===== src/inc/rx_irq_pkg.sv =====
// constants shared by the receive interrupt moderation block
package rx_irq_pkg;

  // register byte offsets on the apb bus
  localparam logic [7:0] PKT_DELAY_OFF   = 8'h00;
  localparam logic [7:0] ABS_DELAY_OFF   = 8'h04;
  localparam logic [7:0] SMALL_THR_OFF   = 8'h08;
  localparam logic [7:0] RX_CTRL_OFF     = 8'h0C;
  localparam logic [7:0] CAUSE_OFF       = 8'h10;
  localparam logic [7:0] MASK_OFF        = 8'h14;
  localparam logic [7:0] RING_SIZE_OFF   = 8'h18;
  localparam logic [7:0] STATUS_OFF      = 8'h1C;

  // field positions
  localparam int FLUSH_BIT        = 31;
  localparam int DELAY_W          = 16;
  localparam int SIZE_W           = 12;
  localparam int CTRL_SEL_LSB     = 0;
  localparam int CTRL_STRIP_CRC   = 2;
  localparam int CTRL_KEEP_TIMERS = 3;
  localparam int CTRL_LEGACY      = 4;
  localparam int CTRL_W           = 5;
  localparam int CAUSE_TIMER      = 0;
  localparam int CAUSE_SMALL      = 1;
  localparam int CAUSE_DESC_LOW   = 2;
  localparam int CAUSE_OVERRUN    = 3;
  localparam int CAUSE_W          = 4;

  // values after reset
  localparam logic [DELAY_W-1:0] PKT_DELAY_RST = 16'h0000;
  localparam logic [DELAY_W-1:0] ABS_DELAY_RST = 16'h0000;
  localparam logic [SIZE_W-1:0]  SMALL_THR_RST = 12'h000;
  localparam logic [CTRL_W-1:0]  RX_CTRL_RST   = 5'h00;
  localparam logic [CAUSE_W-1:0] MASK_RST      = 4'h0;
  localparam logic [15:0]        RING_SIZE_RST = 16'h0008;

  // bytes removed by stripping
  localparam logic [15:0] FCS_BYTES  = 16'h0004;
  localparam logic [15:0] VLAN_BYTES = 16'h0004;

  // delay timer time base
  localparam int CLK_PERIOD_NS = 50;
  localparam int TICK_NS       = 1024;
  localparam int TICK_CYCLES   = TICK_NS / CLK_PERIOD_NS;
  localparam int TICK_W        = 5;

  typedef enum logic [1:0] {
    FL_IDLE = 2'b00,
    FL_WAIT = 2'b01
  } flush_state_t;

endpackage


===== src/rtl/rx_interrupt_moderation.sv =====
// receive interrupt moderation: delay timers, cause register and apb slave
//
// Notes on behaviour
// RULE_01 - each completed packet reloads and starts the packet delay timer.
// RULE_02 - packet delay timer running out raises the receive timer cause.
// RULE_03 - packet delay zero disables both timers; every packet raises receive timer.
// RULE_04 - flush bit write flushes descriptors, expires packet timer, raises receive timer.
// RULE_05 - absolute expiry or small packet reloads packet timer, left stopped.
// RULE_06 - first completed packet starts absolute timer; later packets do not restart it.
// RULE_07 - absolute delay timer running out raises the receive timer cause.
// RULE_08 - absolute timer disabled when either delay value is zero.
// RULE_09 - software disables only packet timer by setting it to absolute plus one.
// RULE_10 - packet expiry or small packet reloads absolute timer, left stopped.
// RULE_11 - packet timer expired mid transfer restarts only after that transfer completes.
// RULE_12 - non-zero size limit: packets at or below it raise small packet cause.
// RULE_13 - size counts headers and fcs unless stripped; stripped fcs and vlan excluded.
// RULE_14 - small packet cause also sets the receive timer cause.
// RULE_15 - selectable variant keeps both timers running on a small packet.
// RULE_16 - free descriptors equal to ring fraction raises descriptor low cause.
// RULE_17 - byte write into a full receive fifo raises overrun cause.
// RULE_18 - overrunning packet is dropped whole; following packets unaffected.
// RULE_19 - legacy variant: one timer from first packet after write; expiry flushes, signals.
// RULE_20 - legacy flush bit write flushes used descriptors and updates head pointer.
// RULE_21 - four separate receive causes recorded in the interrupt cause register.
// RULE_22 - timer expiry flushes used descriptors before receive timer is signalled.
// RULE_23 - timers count down per time base tick; expire on reaching zero while running.
// RULE_24 - causes stay set until software clears; interrupt when set and enabled.
`timescale 1ns/10ps
`default_nettype none

module rx_interrupt_moderation
  import rx_irq_pkg::*;
(
  input  wire logic        i_clk_sys,
  input  wire logic        i_reset_n,
  // apb slave
  input  wire logic        psel,
  input  wire logic        penable,
  input  wire logic        pwrite,
  input  wire logic [7:0]  paddr,
  input  wire logic [31:0] pwdata,
  output logic             pready,
  output logic             pslverr,
  output logic [31:0]      prdata,
  // receive datapath events
  input  wire logic        i_pkt_done,
  input  wire logic [15:0] i_pkt_len,
  input  wire logic        i_pkt_vlan_stripped,
  input  wire logic        i_xfer_busy,
  input  wire logic [15:0] i_free_desc,
  input  wire logic        i_fifo_wr,
  input  wire logic        i_fifo_full,
  input  wire logic        i_rx_eop,
  input  wire logic        i_wb_done,
  // outputs
  output logic             o_flush_req,
  output logic             o_head_update,
  output logic             o_drop_pkt,
  output logic             o_irq
);

  logic                rst_meta_q;
  logic                rst_n_q;
  logic [DELAY_W-1:0]  pkt_delay_q;
  logic [DELAY_W-1:0]  abs_delay_q;
  logic [SIZE_W-1:0]   small_thr_q;
  logic [CTRL_W-1:0]   ctrl_q;
  logic [CAUSE_W-1:0]  cause_q;
  logic [CAUSE_W-1:0]  mask_q;
  logic [15:0]         ring_size_q;
  logic [TICK_W-1:0]   tick_cnt_q;
  logic                tick;
  logic [DELAY_W-1:0]  pkt_cnt_q;
  logic                pkt_run_q;
  logic [DELAY_W-1:0]  abs_cnt_q;
  logic                abs_run_q;
  logic                legacy_armed_q;
  flush_state_t        fl_state_q;
  logic                desc_eq_q;
  logic                drop_q;
  logic                flush_req_q;
  logic                head_upd_q;
  logic [31:0]         rdata_q;

  logic                wr_en;
  logic                setup;
  logic                mapped;
  logic                wr_pkt_delay;
  logic                flush_wr;
  logic                legacy;
  logic                abs_enable;
  logic                pkt_expire;
  logic                abs_expire;
  logic                small_hit;
  logic                zero_delay_hit;
  logic                timer_event;
  logic                small_stops;
  logic [15:0]         eff_len;
  logic [15:0]         desc_thr;
  logic                desc_eq;
  logic                overrun;
  logic                timer_cause_set;
  logic [CAUSE_W-1:0]  cause_set;
  logic [CAUSE_W-1:0]  cause_clr;

  // reset release through two flip-flops
  // the assert is immediate; only the release is synchronised to the clock
  always_ff @(posedge i_clk_sys or negedge i_reset_n) begin
    if (!i_reset_n) begin
      rst_meta_q <= 1'b0;
      rst_n_q    <= 1'b0;
    end else begin
      rst_meta_q <= 1'b1;
      rst_n_q    <= rst_meta_q;
    end
  end

  // apb decode: zero wait states, read data captured in the setup cycle
  assign setup   = psel & ~penable;
  assign wr_en   = psel & penable & pwrite;
  // no wait states: every read comes from a flop captured in the setup cycle
  assign pready  = 1'b1;
  // unmapped offsets answer with an error rather than a silent zero
  assign pslverr = psel & penable & ~mapped;
  assign prdata  = rdata_q;

  always_comb begin
    case (paddr)
      PKT_DELAY_OFF, ABS_DELAY_OFF, SMALL_THR_OFF, RX_CTRL_OFF,
      CAUSE_OFF, MASK_OFF, RING_SIZE_OFF, STATUS_OFF: mapped = 1'b1;
      default: mapped = 1'b0;
    endcase
  end

  always_ff @(posedge i_clk_sys or negedge rst_n_q) begin
    if (!rst_n_q) begin
      rdata_q <= 32'h0000_0000;
    end else if (setup && !pwrite) begin
      case (paddr)
        PKT_DELAY_OFF: rdata_q <= {16'h0000, pkt_delay_q};
        ABS_DELAY_OFF: rdata_q <= {16'h0000, abs_delay_q};
        SMALL_THR_OFF: rdata_q <= {20'h00000, small_thr_q};
        RX_CTRL_OFF:   rdata_q <= {27'h0000000, ctrl_q};
        CAUSE_OFF:     rdata_q <= {28'h0000000, cause_q};
        MASK_OFF:      rdata_q <= {28'h0000000, mask_q};
        RING_SIZE_OFF: rdata_q <= {16'h0000, ring_size_q};
        STATUS_OFF:    rdata_q <= {27'h0000000, drop_q, fl_state_q == FL_WAIT,
                                   legacy_armed_q, abs_run_q, pkt_run_q};
        default:       rdata_q <= 32'h0000_0000;
      endcase
    end
  end

  // software registers
  assign wr_pkt_delay = wr_en && (paddr == PKT_DELAY_OFF);
  assign flush_wr     = wr_pkt_delay & pwdata[FLUSH_BIT];

  always_ff @(posedge i_clk_sys or negedge rst_n_q) begin
    if (!rst_n_q) begin
      pkt_delay_q <= PKT_DELAY_RST;
      abs_delay_q <= ABS_DELAY_RST;
      small_thr_q <= SMALL_THR_RST;
      ctrl_q      <= RX_CTRL_RST;
      mask_q      <= MASK_RST;
      ring_size_q <= RING_SIZE_RST;
    end else if (wr_en) begin
      case (paddr)
        PKT_DELAY_OFF: pkt_delay_q <= pwdata[DELAY_W-1:0];
        ABS_DELAY_OFF: abs_delay_q <= pwdata[DELAY_W-1:0];
        SMALL_THR_OFF: small_thr_q <= pwdata[SIZE_W-1:0];
        RX_CTRL_OFF:   ctrl_q      <= pwdata[CTRL_W-1:0];
        MASK_OFF:      mask_q      <= pwdata[CAUSE_W-1:0];
        RING_SIZE_OFF: ring_size_q <= pwdata[15:0];
        default:       ;
      endcase
    end
  end

  assign legacy      = ctrl_q[CTRL_LEGACY];
  assign small_stops = ~ctrl_q[CTRL_KEEP_TIMERS];                              // [RULE_15]
  assign abs_enable  = (abs_delay_q != '0) && (pkt_delay_q != '0) && !legacy; // [RULE_08]

  // time base shared by both timers
  // 1024 ns is not a whole number of clocks, so each tick runs slightly fast
  always_ff @(posedge i_clk_sys or negedge rst_n_q) begin
    if (!rst_n_q) begin
      tick_cnt_q <= '0;
    end else if (tick) begin
      tick_cnt_q <= '0;
    end else begin
      tick_cnt_q <= tick_cnt_q + 1'b1;
    end
  end
  assign tick = (tick_cnt_q == TICK_W'(TICK_CYCLES - 1));

  // small packet test on the length as stored in host memory
  always_comb begin
    eff_len = i_pkt_len;
    if (ctrl_q[CTRL_STRIP_CRC]) begin
      eff_len = eff_len - FCS_BYTES;                                            // [RULE_13]
    end
    if (i_pkt_vlan_stripped) begin
      eff_len = eff_len - VLAN_BYTES;                                           // [RULE_13]
    end
  end
  assign small_hit = i_pkt_done && !legacy && (small_thr_q != '0) &&
                     (eff_len <= {4'h0, small_thr_q});                         // [RULE_12]

  // expiry: count reaches zero on a tick while running
  // a count of one expires at the next tick, so a delay of n lasts at most n ticks
  assign pkt_expire = pkt_run_q && tick && (pkt_cnt_q <= 16'h0001);            // [RULE_23]
  assign abs_expire = abs_run_q && tick && (abs_cnt_q <= 16'h0001);            // [RULE_23]
  assign zero_delay_hit = i_pkt_done && (pkt_delay_q == '0);                   // [RULE_03]

  // packet delay timer; in legacy mode it is the single absolute timer
  // i_xfer_busy is not needed: the restart waits for i_pkt_done,
  // which itself marks the end of the transfer in flight
  always_ff @(posedge i_clk_sys or negedge rst_n_q) begin
    if (!rst_n_q) begin
      pkt_cnt_q      <= PKT_DELAY_RST;
      pkt_run_q      <= 1'b0;
      legacy_armed_q <= 1'b0;
    end else begin
      if (wr_pkt_delay) begin
        legacy_armed_q <= 1'b1;                                                 // [RULE_19]
      end
      if (flush_wr) begin
        pkt_run_q <= 1'b0;                                                      // [RULE_04]
        pkt_cnt_q <= pwdata[DELAY_W-1:0];
      end else if (pkt_expire) begin
        // a transfer still in flight restarts it only at its completion
        pkt_run_q <= 1'b0;                                                      // [RULE_11]
        pkt_cnt_q <= pkt_delay_q;
      end else if (legacy) begin
        if (i_pkt_done && legacy_armed_q && pkt_delay_q != '0) begin
          pkt_cnt_q      <= pkt_delay_q;                                        // [RULE_19]
          pkt_run_q      <= 1'b1;
          legacy_armed_q <= 1'b0;
        end else if (pkt_run_q && tick) begin
          pkt_cnt_q <= pkt_cnt_q - 1'b1;
        end
      end else if (zero_delay_hit) begin
        pkt_run_q <= 1'b0;                                                      // [RULE_03]
      end else if ((small_hit && small_stops) || abs_expire) begin
        pkt_run_q <= 1'b0;                                                      // [RULE_05]
        pkt_cnt_q <= pkt_delay_q;
      end else if (i_pkt_done) begin
        pkt_run_q <= 1'b1;                                                      // [RULE_01]
        pkt_cnt_q <= pkt_delay_q;
      end else if (pkt_run_q && tick) begin
        pkt_cnt_q <= pkt_cnt_q - 1'b1;                                          // [RULE_23]
      end
    end
  end

  // absolute delay timer
  // later packets never restart it; only expiry of either timer, flush, a small packet that stops timers or abs_enable low reload it
  always_ff @(posedge i_clk_sys or negedge rst_n_q) begin
    if (!rst_n_q) begin
      abs_cnt_q <= ABS_DELAY_RST;
      abs_run_q <= 1'b0;
    end else if (!abs_enable) begin
      abs_run_q <= 1'b0;                                                        // [RULE_08]
      abs_cnt_q <= abs_delay_q;
    end else if (abs_expire || pkt_expire || flush_wr ||
                 (small_hit && small_stops)) begin
      abs_run_q <= 1'b0;                                                        // [RULE_10]
      abs_cnt_q <= abs_delay_q;
    end else if (i_pkt_done && !abs_run_q) begin
      abs_run_q <= 1'b1;                                                        // [RULE_06]
      abs_cnt_q <= abs_delay_q;
    end else if (abs_run_q && tick) begin
      abs_cnt_q <= abs_cnt_q - 1'b1;                                            // [RULE_23]
    end
  end

  // descriptor flush ahead of the receive timer cause
  // one flush at a time: events that arrive meanwhile are folded into it
  assign timer_event = pkt_expire ||
                       abs_expire ||
                       flush_wr ||
                       (zero_delay_hit && !legacy) ||
                       (legacy && i_pkt_done && pkt_delay_q == '0);

  always_ff @(posedge i_clk_sys or negedge rst_n_q) begin
    if (!rst_n_q) begin
      fl_state_q  <= FL_IDLE;
      flush_req_q <= 1'b0;
      head_upd_q  <= 1'b0;
    end else begin
      flush_req_q <= 1'b0;
      head_upd_q  <= 1'b0;
      case (fl_state_q)
        FL_IDLE: begin
          if (timer_event) begin
            flush_req_q <= 1'b1;                                                // [RULE_22]
            fl_state_q  <= FL_WAIT;
          end
        end
        FL_WAIT: begin
          if (i_wb_done) begin
            head_upd_q <= legacy;                                               // [RULE_20]
            fl_state_q <= FL_IDLE;
          end
        end
        default: fl_state_q <= FL_IDLE;
      endcase
    end
  end
  assign o_flush_req   = flush_req_q;
  assign o_head_update = head_upd_q;

  // the timer cause waits for the write-back, except on a small packet; events during the wait share it
  assign timer_cause_set = ((fl_state_q == FL_WAIT) && i_wb_done) || small_hit; // [RULE_14]

  // descriptor low: raised on the cycle the free count becomes equal
  // only the transition counts, so a ring parked at the threshold
  // raises one cause rather than one per cycle
  always_comb begin
    case (ctrl_q[CTRL_SEL_LSB +: 2])
      2'b00:   desc_thr = ring_size_q >> 1;
      2'b01:   desc_thr = ring_size_q >> 2;
      default: desc_thr = ring_size_q >> 3;
    endcase
  end
  assign desc_eq = (i_free_desc == desc_thr);

  always_ff @(posedge i_clk_sys or negedge rst_n_q) begin
    if (!rst_n_q) begin
      desc_eq_q <= 1'b0;
    end else begin
      desc_eq_q <= desc_eq;
    end
  end

  // overrun drops the rest of the packet up to its end marker
  assign overrun = i_fifo_wr && i_fifo_full;                                   // [RULE_17]

  always_ff @(posedge i_clk_sys or negedge rst_n_q) begin
    if (!rst_n_q) begin
      drop_q <= 1'b0;
    end else if (i_rx_eop) begin
      drop_q <= 1'b0;                                                           // [RULE_18]
    end else if (overrun) begin
      drop_q <= 1'b1;                                                           // [RULE_18]
    end
  end
  assign o_drop_pkt = drop_q;

  // cause register, write one to clear; a new event wins over the clear
  always_comb begin
    cause_set                 = '0;
    cause_set[CAUSE_TIMER]    = timer_cause_set;                                // [RULE_02] [RULE_07]
    cause_set[CAUSE_SMALL]    = small_hit;                                      // [RULE_12]
    cause_set[CAUSE_DESC_LOW] = desc_eq && !desc_eq_q;                          // [RULE_16]
    cause_set[CAUSE_OVERRUN]  = overrun;                                        // [RULE_17]
  end
  assign cause_clr = (wr_en && paddr == CAUSE_OFF) ? pwdata[CAUSE_W-1:0] : '0;

  always_ff @(posedge i_clk_sys or negedge rst_n_q) begin
    if (!rst_n_q) begin
      cause_q <= '0;
    end else begin
      cause_q <= (cause_q & ~cause_clr) | cause_set;                            // [RULE_21] [RULE_24]
    end
  end

  assign o_irq = |(cause_q & mask_q);                                           // [RULE_24]

endmodule

`default_nettype wire


===== config.mk =====
export PLATFORM = sky130hd
export DESIGN_NAME = rx_interrupt_moderation
export DESIGN_NICKNAME = d
export VERILOG_FILES = /design/src/inc/rx_irq_pkg.sv /design/src/rtl/rx_interrupt_moderation.sv
export SDC_FILE = /design/constraint.sdc
export NUM_CORES = 1
export LEC_CHECK = 0
export BUFFER_PORTS_ARGS = -buffer_cell sky130_fd_sc_hd__clkbuf_2
export CAP_MARGIN = 20
export CORE_UTILIZATION = 50
export DETAILED_ROUTE_END_ITERATION = 7
export PLACE_DENSITY = 0.71
export SETUP_SLACK_MARGIN = 0.2
export SLEW_MARGIN = 20
export SYNTH_ARGS = -nofsm -noshare
export SYNTH_HDL_FRONTEND = slang
export SYNTH_SLANG_ARGS = --single-unit

===== constraint.sdc =====
create_clock -name i_clk_sys -period 10.6 [get_ports i_clk_sys]
set_input_delay 1.06 -clock i_clk_sys [delete_from_list [all_inputs] [get_ports i_clk_sys]]
set_output_delay 1.06 -clock i_clk_sys [all_outputs]
set_load 0.05 [all_outputs]

After elaboration in Yosys (flattened, before gate mapping)
Memory sizes are Yosys's and may differ from the RTL's.
Cells that the tools add are included.

storage, ports and cells
  flip-flop bits (word level) = 153
  memory bits (read-only) = 32
  input bits = 84
  output and inout port bits = 38
  word-level logic and storage cells = 155
  memories = 1

memories
  name             depth  width  rd ports  clocked after Yosys merged registers in  wr ports  RTL line                        RTL
  (no name shown)  32     1      1         0                                        0         rx_interrupt_moderation.sv:128  case (paddr)

operators by class
  add/sub/neg operators = 5
  magnitude comparators = 3
  equality and inequality tests = 17
  mux-type cells = 43
  bitwise operators = 12
  reductions and logical operators = 53

operators by type and width
  operator                                                                           count
  16-bit 2-to-1 mux                                                                  14
  16-bit case mux with 8 select lines                                                1
  8-bit by 5-bit == test with 1-bit output, second input constant                    4
  16-bit by 1-bit less-or-equal comparator with 1-bit output, second input constant  2
  16-bit nonzero test                                                                2
  16-bit by 1-bit subtractor with 16-bit output, second input constant               2
  16-bit by 3-bit subtractor with 16-bit output, second input constant               2
  15-bit case mux with 2 select lines                                                1
  1-bit logical AND                                                                  23
  1-bit 2-to-1 mux                                                                   22
  16-bit == test                                                                     1
  8-bit by 4-bit == test with 1-bit output, second input constant                    2
  16-bit by 12-bit less-or-equal comparator with 1-bit output                        1
  16-bit zero test                                                                   1
  2-bit AND reduction                                                                8
  12-bit nonzero test                                                                1
  4-bit bitwise AND                                                                  2
  8-bit by 3-bit == test with 1-bit output, second input constant                    1
  8-bit zero test                                                                    1
  4-bit by 1-bit inequality test with 1-bit output, second input constant            2
  1-bit logical OR                                                                   7
  6-bit nonzero test                                                                 1
  5-bit by 1-bit adder with 5-bit output, second input constant                      1
  1-bit bitwise AND                                                                  5
  other kinds (17)                                                                   26

Longest topological paths before layout
Gate-level depths: netlist of run 1.

  depth in word-level cells = 13
  gate-level depth with buffers = 21
  mapped depth without buffers = 19

Least setup slack after synthesis of run 1
No wires, ideal clock.

  path kind = input to register
  start = input i_pkt_len[2]
  end = register abs_cnt_q[10]
  library setup time = 0.125 ns
  arrival = 4.402 ns
  data required time = 10.475 ns
  setup slack = 6.073 ns
  stages = 21
  buffers on the path = 3
  cells stage by stage = inv_1 ha_1 and3b_1 buf_2 a32oi_1 o22ai_1 and4b_1 buf_2 a21oi_1 nor2_1 xnor2_1 ha_1 nand2_1 o21a_1 a21oi_1 o21ai_0 nand4b_1 mux2i_1 a311oi_4 buf_12 mux2_4

between the ends
  cells in the longest elaborated chain, start to end = 10
  elaborated cells between the ends (all ways) = 11
  those cells by class = 2 x add/sub; 1 x order compare; 1 x eq/ne; 4 x mux; 3 x reduce/logical

ends and longest elaborated chain
  item                                                             RTL line                        RTL
  start: declaration                                               rx_interrupt_moderation.sv:47   input wire logic [15:0] i_pkt_len,
  16-bit by 3-bit subtractor with 16-bit output                    rx_interrupt_moderation.sv:200  eff_len = eff_len - FCS_BYTES;
  16-bit 2-to-1 mux (*)                                            rx_interrupt_moderation.sv:199  if (ctrl_q[CTRL_STRIP_CRC]) begin
  16-bit by 3-bit subtractor with 16-bit output                    rx_interrupt_moderation.sv:203  eff_len = eff_len - VLAN_BYTES;
  16-bit 2-to-1 mux (*)                                            rx_interrupt_moderation.sv:202  if (i_pkt_vlan_stripped) begin
  16-bit by 12-bit less-or-equal comparator with 1-bit output (*)  rx_interrupt_moderation.sv:207  (eff_len <= {4'h0, small_thr_q});
  1-bit logical AND (*)                                            rx_interrupt_moderation.sv:206  assign small_hit = i_pkt_done && !legacy && (small_thr_q != '0) &&
  1-bit logical AND (*)                                            rx_interrupt_moderation.sv:266  (small_hit && small_stops)) begin
  1-bit logical OR (*)                                             rx_interrupt_moderation.sv:265  end else if (abs_expire || pkt_expire || flush_wr ||
  16-bit 2-to-1 mux                                                rx_interrupt_moderation.sv:265
  16-bit 2-to-1 mux                                                rx_interrupt_moderation.sv:262  end else if (!abs_enable) begin
  end signal: assignment                                           rx_interrupt_moderation.sv:264  abs_cnt_q <= abs_delay_q;
  end signal: assignment                                           rx_interrupt_moderation.sv:268  abs_cnt_q <= abs_delay_q;
  end signal: assignment                                           rx_interrupt_moderation.sv:271  abs_cnt_q <= abs_delay_q;
  end: declaration                                                 rx_interrupt_moderation.sv:75   logic [DELAY_W-1:0] abs_cnt_q;

Mark *: on every way between the ends. The rest lies on a longest branch, timed or not.
A chain may end at the register's enable or synchronous reset.

Worst setup path after layout of run 1
  start = input i_pkt_len[2]
  end = register abs_cnt_q[2]

Same word-level chain as after synthesis.

==> results, run 1 <==
- The number of buffer cells added on primary ports is 88.
- Entering global routing, the biggest net connects 79 pins.
- Data arrives at the worst endpoint at 5020 ps.
- Total power for the finished layout comes to 1.297 mW.
- In this run the vertical extent of the chip is 132.3 um.
- In this run the post-CTS setup repair buffer count came out at 0.
- The average routed wire per standard cell is 19.28 um.
- Global routing finished with a remaining overflow of 0.
- Dividing total power by cell area gives a power density of 134.9 nW/um2.
- The wire length the detailed router placed on met1 is 10.03 mm.
- The HPWL after detailed placement is 16.23 mm.
- Yosys attributes the largest share of cell area to dfrtp_1 (40%), mux2_2 (10%), nand2_1 (3.9%).
- For this design, the CTS-stage hold fixing added 0 buffers.
- In this run the most critical hold path is launched from rst_meta_q$_DFF_PN0_.
- Relative to the synthesized area, the layout overhead comes to 13.26%.
- Buffers inserted during clock tree synthesis total 17.
- Along the worst path, the maximum fanout reaches 11.
- The class of the tightest hold or removal check is reg -> reg.
- The area fraction in compound gates after synthesis is 13.82%.
- The wire length of the first global-routing pass is 35.90 mm.
- The aggregate routed wire length is 22.46 mm.
- The clock tree from TritonCTS is built.
- The cell leakage power is 4.335 nW.
- The kind of launch point of the worst setup path is a primary input.
- The mapped netlist covers 8486 um2.
- The number of hold violations in the final report was 0.
- For this design, the sink count on the clock tree is 136.
- VDD sags by at most 101.6 uV.
- The die span in x is 132.3 um.
- Counting flops and latches in the post-synthesis netlist gives 136.
- The via count of the first global-routing pass was 6591.
- Of all flip-flops after synthesis, the portion carrying an async set or reset was 100.0%.
- Wire segments on met2 add up to 10.36 mm in the final route.
- The number of enable-type register cells in the synthesized netlist is 0.
- The mean instance size in the synthesized netlist is 9.867 um2.
- The setup-violating endpoint count in the final report is 0.
- The highest metal layer used by the detailed router is met4.
- The effective utilization at floorplan is 51.17%.
- The initial antenna violation count is 0.
- The xor and xnor fraction of the mapped netlist area is 6.503%.
- Based on the critical path, the design can be clocked at up to 0.2124 GHz.
- The antenna diode instance count is 0.
- The total number of vias is 6990.
- For the worst-skew pair, the clock arrives at the later sink with an insertion delay of 430 ps.
- The total area inside the core boundary comes to 16580 um2.
- Dividing the detail-routed via count by the number of cells gives 6.000.
- The number of violations of the max-capacitance limit is 0.
- The most common cell in the synthesized netlist is dfrtp_1.
- The longest clock path from root to sink contains 2 buffers.
- The worst hold slack across all endpoints is 354.9 ps.
- For the pin with the worst max-slew slack, the measured transition is 963.1 ps.
- The placer congestion estimate is 0.8880.
- The path with the worst hold slack has its endpoint at rst_n_q$_DFF_PN0_.
- The largest area contributor in the netlist is dfrtp_1.
- By startpoint and endpoint, the worst setup path is classified as in -> reg.
- In the routed design, unresolved DRC markers number 0.
- After clock tree synthesis, the clock-pin slew on the worst setup and hold paths is 60 ps.
- The number of max-slew violations in the final report came to 0.
- The final-stage net count is 1036.
- For this run, the number of Yosys warnings is 0.
- The sequential share of the synthesized area is 40.12%.
- The dominant combinational cell family by area after synthesis is simple AND/OR/NAND/NOR gates.
- The sum of met3 wire segment lengths after detailed routing is 1.438 mm.
- The final setup skew is 9.488 ps.
- The synthesized netlist contains 74 unique library cells.
- The number of cells on the worst reg-to-reg path is 17.
- Along the worst hold path, the cell count comes to 0.
- The post-synthesis share of cell area spent on and, or, nand and nor gates is 16.54%.
- The adder-cell share of the synthesized area is 2.802%.
- STA classifies the critical path endpoint as a flop.
- In the synthesized netlist the dominant register cell turns out to be dfrtp_1.
- The violation count after the first detailed-routing iteration is 750.
- The relative slew slack is 35.79%.
- The share of final-layout standard cells stronger than drive strength 1 is 24.34%.
- Setup repair after global routing left no endpoint under its margin.
- The synthesized instance count is 860.
- The die covers 17500 um2.
- At the worst endpoint, the required time is 10910 ps.
- For the finished layout, the period the worst path requires is 4709 ps.
- The post-CTS resize count is 0.
- The startpoint identified for the worst register-to-register timing path is ctrl_q[2]$_DFFE_PN0P_.
- The detail route stage leaves a number of antenna-violating nets equal to 0.
- Clock tree synthesis selected as its root buffer the cell clkbuf_16.
- The minimum setup slack among reg-to-reg paths is 6160 ps.
- The total track usage is 26.97%.
- The worst register-to-register path ends at abs_cnt_q[2]$_DFFE_PN0P_.
- The part of the cycle the worst path needs is 44.42%.
- The flow ran to the end, and the final reports show no timing, DRC or antenna violations.
- The area share of the largest cell type after synthesis is 39.81%.
- The number of search-and-repair iterations in the first detailed-routing pass is 8.
- The floorplan has 47 rows.
- The top-level port count is 122.
- The mux contribution to synthesized area is 15.36%.
- The sum of negative setup slack is 0 ps.
- The maximum level of the CTS H-tree is 4.
- By count the netlist is led by dfrtp_1 (135), nand2_1 (89), mux2_2 (78).
## power by group
| part | leakage, nW | total [mW] | switching (mW) | internal [mW] |
|---|---|---|---|---|
| Combinational | 2.21 | 0.160 | 0.0993 | 0.0605 |
| Sequential | 1.85 | 0.567 | 0.0294 | 0.538 |
| Clock | 0.282 | 0.570 | 0.216 | 0.354 |
| Total | 4.33 | 1.30 | 0.345 | 0.952 |
## registers in the layout, summed over array words and instances (netlist names), 5 cells and up
name,count
prdata,16
pkt_cnt_q,16
small_thr_q,12
ctrl_q,5
ring_size_q,16
abs_delay_q,16
pkt_delay_q,16
abs_cnt_q,16
tick_cnt_q,5
## cell type report
cell class / count / area [um2]
fillers: 1495 / 6973
multi-input cells: 656 / 4758
flip-flops and latches: 136 / 3408
repair buffers: 97 / 511.7
clock buffers: 21 / 460.4
well taps: 220 / 275.3
clock inverters: 10 / 102.6
inverters: 25 / 93.84
## critical path, cell delays in order
cell and delay (ps):
clkbuf_2 140, inv_1 50, ha_1 250, and3b_1 260, nor2_1 200, nand4_1 190, o21ai_0 150, nand2_1 120
nor3_1 180, xor2_1 110, ha_1 310, nand2_1 60, o21a_1 190, a21oi_1 120, o21ai_0 130, nand4b_1 120
mux2i_1 180, a311oi_4 580, buf_6 260, mux2_2 350
## cells by family after synthesis
logic type / count (synthesis)
xor+xnor: 63
compound gates: 170
flops: 136
buf+inv: 84
simple gates: 272
other cells: 2
fa+ha+maj: 19
mux: 114
## stage by stage
stage          setup WS, ps  cell area (um2)  utilization (%)  cells
2_1_floorplan          6073             8546                -    876
3_3_place_gp           5262             9030            54.45   1133
3_5_place_dp           5212             9030            54.45   1133
4_1_cts                5660             9593            57.85   1164
5_1_grt                5565             9610            57.95   1165
6_report               5891             9610            57.95   1165
## worst max-delay path by stage
stage | to | cells after the start | start
detailed placement | abs_cnt_q[2]$_DFFE_PN0P_ | 19 | i_pkt_len[2]
CTS | abs_cnt_q[2]$_DFFE_PN0P_ | 19 | i_pkt_len[3]
floorplan | abs_cnt_q[10]$_DFFE_PN0P_ | 21 | i_pkt_len[2]
finish | abs_cnt_q[2]$_DFFE_PN0P_ | 20 | i_pkt_len[2]
global placement | abs_cnt_q[2]$_DFFE_PN0P_ | 19 | i_pkt_len[2]
global route | abs_cnt_q[2]$_DFFE_PN0P_ | 20 | i_pkt_len[2]
## cells in the final DEF, fill, tap and decap left out, types with 25 or more instances in the layout
cell      instances
nand2_1          89
mux2i_1          26
xnor2_1          34
dfrtp_1         134
nor2_1           57
xor2_1           29
mux2_2           78
nor4_1           25
clkbuf_2         88
inv_1            25
o21ai_0          57
## metal layers
layer  GRT usage [%]  vias up
met5               0        -
met1           36.37     3413
met3           5.805       48
li1                -     3272
met2           42.18      257
met4           11.24        0
Power figures use the tool's default switching activity.
==> run 2: changes to the inputs <==
--- a/config.mk
+++ b/config.mk
@@ -5,6 +5,7 @@
 export SDC_FILE = /design/constraint.sdc
 export NUM_CORES = 1
 export LEC_CHECK = 0
+export ABC_AREA = 1
 export BUFFER_PORTS_ARGS = -buffer_cell sky130_fd_sc_hd__clkbuf_2
 export CAP_MARGIN = 20
 export CORE_UTILIZATION = 50
==> constraint.sdc (replaced) <==
create_clock -name i_clk_sys -period 4.5 [get_ports i_clk_sys]
set_input_delay 0.45 -clock i_clk_sys [delete_from_list [all_inputs] [get_ports i_clk_sys]]
set_output_delay 0.45 -clock i_clk_sys [all_outputs]
set_load 0.05 [all_outputs]
==> results, run 2 <==
- The run finished with clean final reports.
- The finished cells cover 10250 um2.
- The clock-pin slew on the worst setup and hold paths is 60 ps.
- TritonCTS built the clock tree.
- The internal power component is 2.178 mW.
- The number of sinks on the clock net is 136.
- At the pin with the least slew margin, the transition time is 946.9 ps.
- The effective utilization at floorplan is 51.00%.
- The most critical setup path has its startpoint at ctrl_q[2]$_DFFE_PN0P_.
- The via count of the first global-routing pass is 7830.
- The die extent in y is 137.1 um.
- The top-level port count is 122.
- The kind of launch point of the worst setup path is a flop.
- The cell leakage power is 4.931 nW.
- In the layout the commonest cells are nand2_1 (293), inv_1 (176), dfrtp_1 (134).
- Before CTS, the worst setup slack after placement is 475.7 ps.
- TritonCTS created 17 clock buffers.
- The largest area contributor in the netlist is dfrtp_1.
- In this run, flip-flops and latches consume 42.9% of the power.
- The sum of negative setup slack is 0 ps.
- Of the synthesized area, sequential elements account for 37.29%.
- After synthesis the cells add up to 9130 um2.
- The final-stage net count is 1439.
- The critical path capture point type is a flop.
- Of the total power, the clock network draws 43.0%.
- The number of violations of the max-capacitance limit is 0.
- The die covers 18800 um2.
- The area growth from synthesis to layout is 12.29%.
- The largest fanout of any net on the critical path is 17.
- For this run, the detailed router's first-pass iteration total came to 6.
- The switching power as a share of total power is 29.88%.
- Sorting the synthesized cells by how often they occur yields nand2_1 (293), inv_1 (176), dfrtp_1 (135).
- The placer congestion estimate is 0.9321.
- In the global route stage, overall resource usage came out at 28.19%.
- Ranked by total cell area, the synthesized netlist is headed by dfrtp_1 (37%), nand2_1 (12%), inv_1 (7.2%).
- The post-CTS setup repair buffer count is 0.
- The residual DRC count is 0.
- The clock root buffer master is clkbuf_16.
- Entering global routing, the biggest net connects 71 pins.
- The final worst-path setup slack is 668.4 ps.
- The area share of the largest cell type after synthesis is 37.00%.
- After layout, the minimum clock period comes to 3832 ps.
- The layout has 1706 filler cells.
- The die span in x is 137.1 um.
- Row generation in the floorplan step produced 49 rows.
- The total number of vias is 8648.
- The number of buffer cells added on primary ports is 88.
- The startpoint of the most critical register-to-register path is ctrl_q[2]$_DFFE_PN0P_.
- The critical path is of the reg -> reg type.
- The library cell used most frequently in the layout, excluding fill and tap cells, is nand2_1.
- The H-tree generated during clock tree synthesis spans 4 levels.
- Clock skew on the completed layout was measured at 10.91 ps.
- For this block, the initial DRC count from the detailed router was 741.
- The class of the tightest hold or removal check is in -> reg.
- The relative slew slack is 36.72%.
- Of the total power, combinational logic draws 14.2%.
- On the final layout, the worst hold slack is 166.8 ps.
- Dividing the synthesized area by the synthesized cell count gives 7.258 um2.
- No sink is reached through more buffers than the 2 on the longest clock path.
- The antenna diode instance count is 0.
- The later-pin clock latency in the skew report is 430 ps.
- The setup-violating endpoint count in the final report is 0.
- The antenna violation net count after detailed routing is 0.
- In the finished design, the share of the clock period the worst path needs comes to 85.15%.
- Yosys mapped the design onto 56 distinct sky130hd cell types.
- The number of hold violations in the final report is 0.
- Based on the critical path, the design can be clocked at up to 0.2610 GHz.
- The average routed wire per standard cell is 16.10 um.
- The post-route netlist has 13.06% of its cells at a drive strength greater than 1.
- Among all cell types in the netlist, the one instantiated most often is nand2_1.
- The arrival time of the worst setup path is 4140 ps.
- The worst hold path begins at i_rx_eop.
- Counting flops with an async set or reset pin after synthesis yields a share of 100.0%.
- The worst-case IR drop observed on VDD is 271.3 uV.
- In the synthesized netlist the dominant register cell turns out to be dfrtp_1.
- The initial antenna violation count is 0.
- Detailed placement ended at an HPWL of 19.14 mm.
- The power per cell area is 303.0 nW/um2.
- The Yosys step of the flow raised 0 warnings.
- The leftover overflow at the end of global routing is 0.
- At the worst endpoint, the required time is 4810 ps.
- The core area is 17900 um2.
- The number of max-slew violations in the final report is 0.
- The number of synthesized register bits is 136.
- The instance area after placement is 9692 um2.
- Setup repair after global routing left no endpoint under its margin.
- The synthesized instance count is 1258.
- Counting flops with a built-in enable in the synthesized netlist gives 0.
- Summed over all layers, the routed wires come to 25.39 mm.
- The first global-routing pass estimated 40.09 mm of wire.
- For this design the total switching power over the nets is 0.9282 mW.
- After detailed routing, the number of vias per cell comes to 5.484.
==> run 2: cell types whose count changed after synthesis, sizes merged, moves of 12 or more <==
cell    previous run  this run
nor2              57       112
nand3             15        89
inv               25       179
nor4              28        11
o211ai             1        18
nand2             89       302
o22ai              7        24
nand4             10        27
a22oi             14         0
mux2              86         0
o21ai             60       119
mux2i             26         2
a21oi             24        40
nor2b             12         0
==> run 2: final cells by class <==
class	count	area, um2	area share (%)
repair buffers	99	538.0	5.248
flip-flops and latches	136	3408	33.24
multi-input cells	897	4772	46.55
inverters	185	696.9	6.798
clock buffers	18	429.2	4.186
well taps	229	286.5	2.795
clock inverters	13	121.4	1.184
==> run 2: cell families after synthesis <==
family / share of synthesized area (%)
compound gates: 16.27
xor+xnor: 4.701
fa+ha+maj: 2.604
mux: 0.2193
buf+inv: 11.10
other cells: 0.08226
flops: 37.29
simple gates: 27.74
==> run 2: path summary, 6_finish.rpt <==
| path | endpoint | slack, ps | cells past startpoint |
|---|---|---|---|
| min in group asynchronous | rst_n_q$_DFF_PN0_ | 340 | 2 |
| min | o_drop_pkt$_DFFE_PN0P_ | 170 | 2 |
| max in group asynchronous | tick_cnt_q[2]$_DFF_PN0_ | 3170 | 1 |
| max reg2reg | pkt_cnt_q[14]$_DFFE_PN0P_ | 670 | 24 |
| max | pkt_cnt_q[14]$_DFFE_PN0P_ | 670 | 24 |
| min reg2reg | rst_n_q$_DFF_PN0_ | 360 | 0 |
==> run 2: power groups by stage <==
stage,Clock (mW),Combinational (mW),Sequential (mW)
2_1_floorplan,0,0.312,1.35
3_3_place_gp,0,0.428,1.35
3_5_place_dp,0,0.437,1.35
4_1_cts,1.35,0.440,1.33
5_1_grt,1.41,0.497,1.34
6_report,1.33,0.440,1.33
==> run 2: per-stage QoR <==
stage	total power [mW]	instances	utilization (%)
floorplan	1.662	1274	-
global placement	1.779	1545	54.14
detailed placement	1.789	1545	54.14
CTS	3.122	1577	57.27
global route	3.244	1577	57.27
finish	3.106	1577	57.27
==> run 2: critical path: stages (launching register included) <==
cell and delay, ps:
dfrtp_1 560, inv_2 130, nand2_1 100, nand2_1 70, inv_1 60, ha_1 150, nand2_1 80, a221oi_1 400
nand3_1 170, xor2_1 190, ha_1 180, a21oi_1 130, o21bai_1 70, a21oi_1 120, nand2_1 70, a21oi_1 120
nand3_1 130, nor2_4 150, nand3_4 130, nand3_4 210, nand2_1 80, inv_1 190, o21ai_1 80, nand2_1 60
nand3_1 70
==> run 2: metal layers <==
| layer | up-vias | wire length (um) | GRT usage, % |
|---|---|---|---|
| met5 | - | 0 | 0 |
| met4 | 0 | 746 | 10.93 |
| met3 | 53 | 1391 | 4.481 |
| met2 | 304 | 12180 | 45.40 |
| met1 | 4026 | 11070 | 37.92 |
| li1 | 4265 | - | - |
==> run 2: timing repair <==
item / 4_1_cts / 5_1_grt
gates resized for setup: 0 / 0
hold buffers: 1 / 0
hold endpoints to repair: 2 / 0
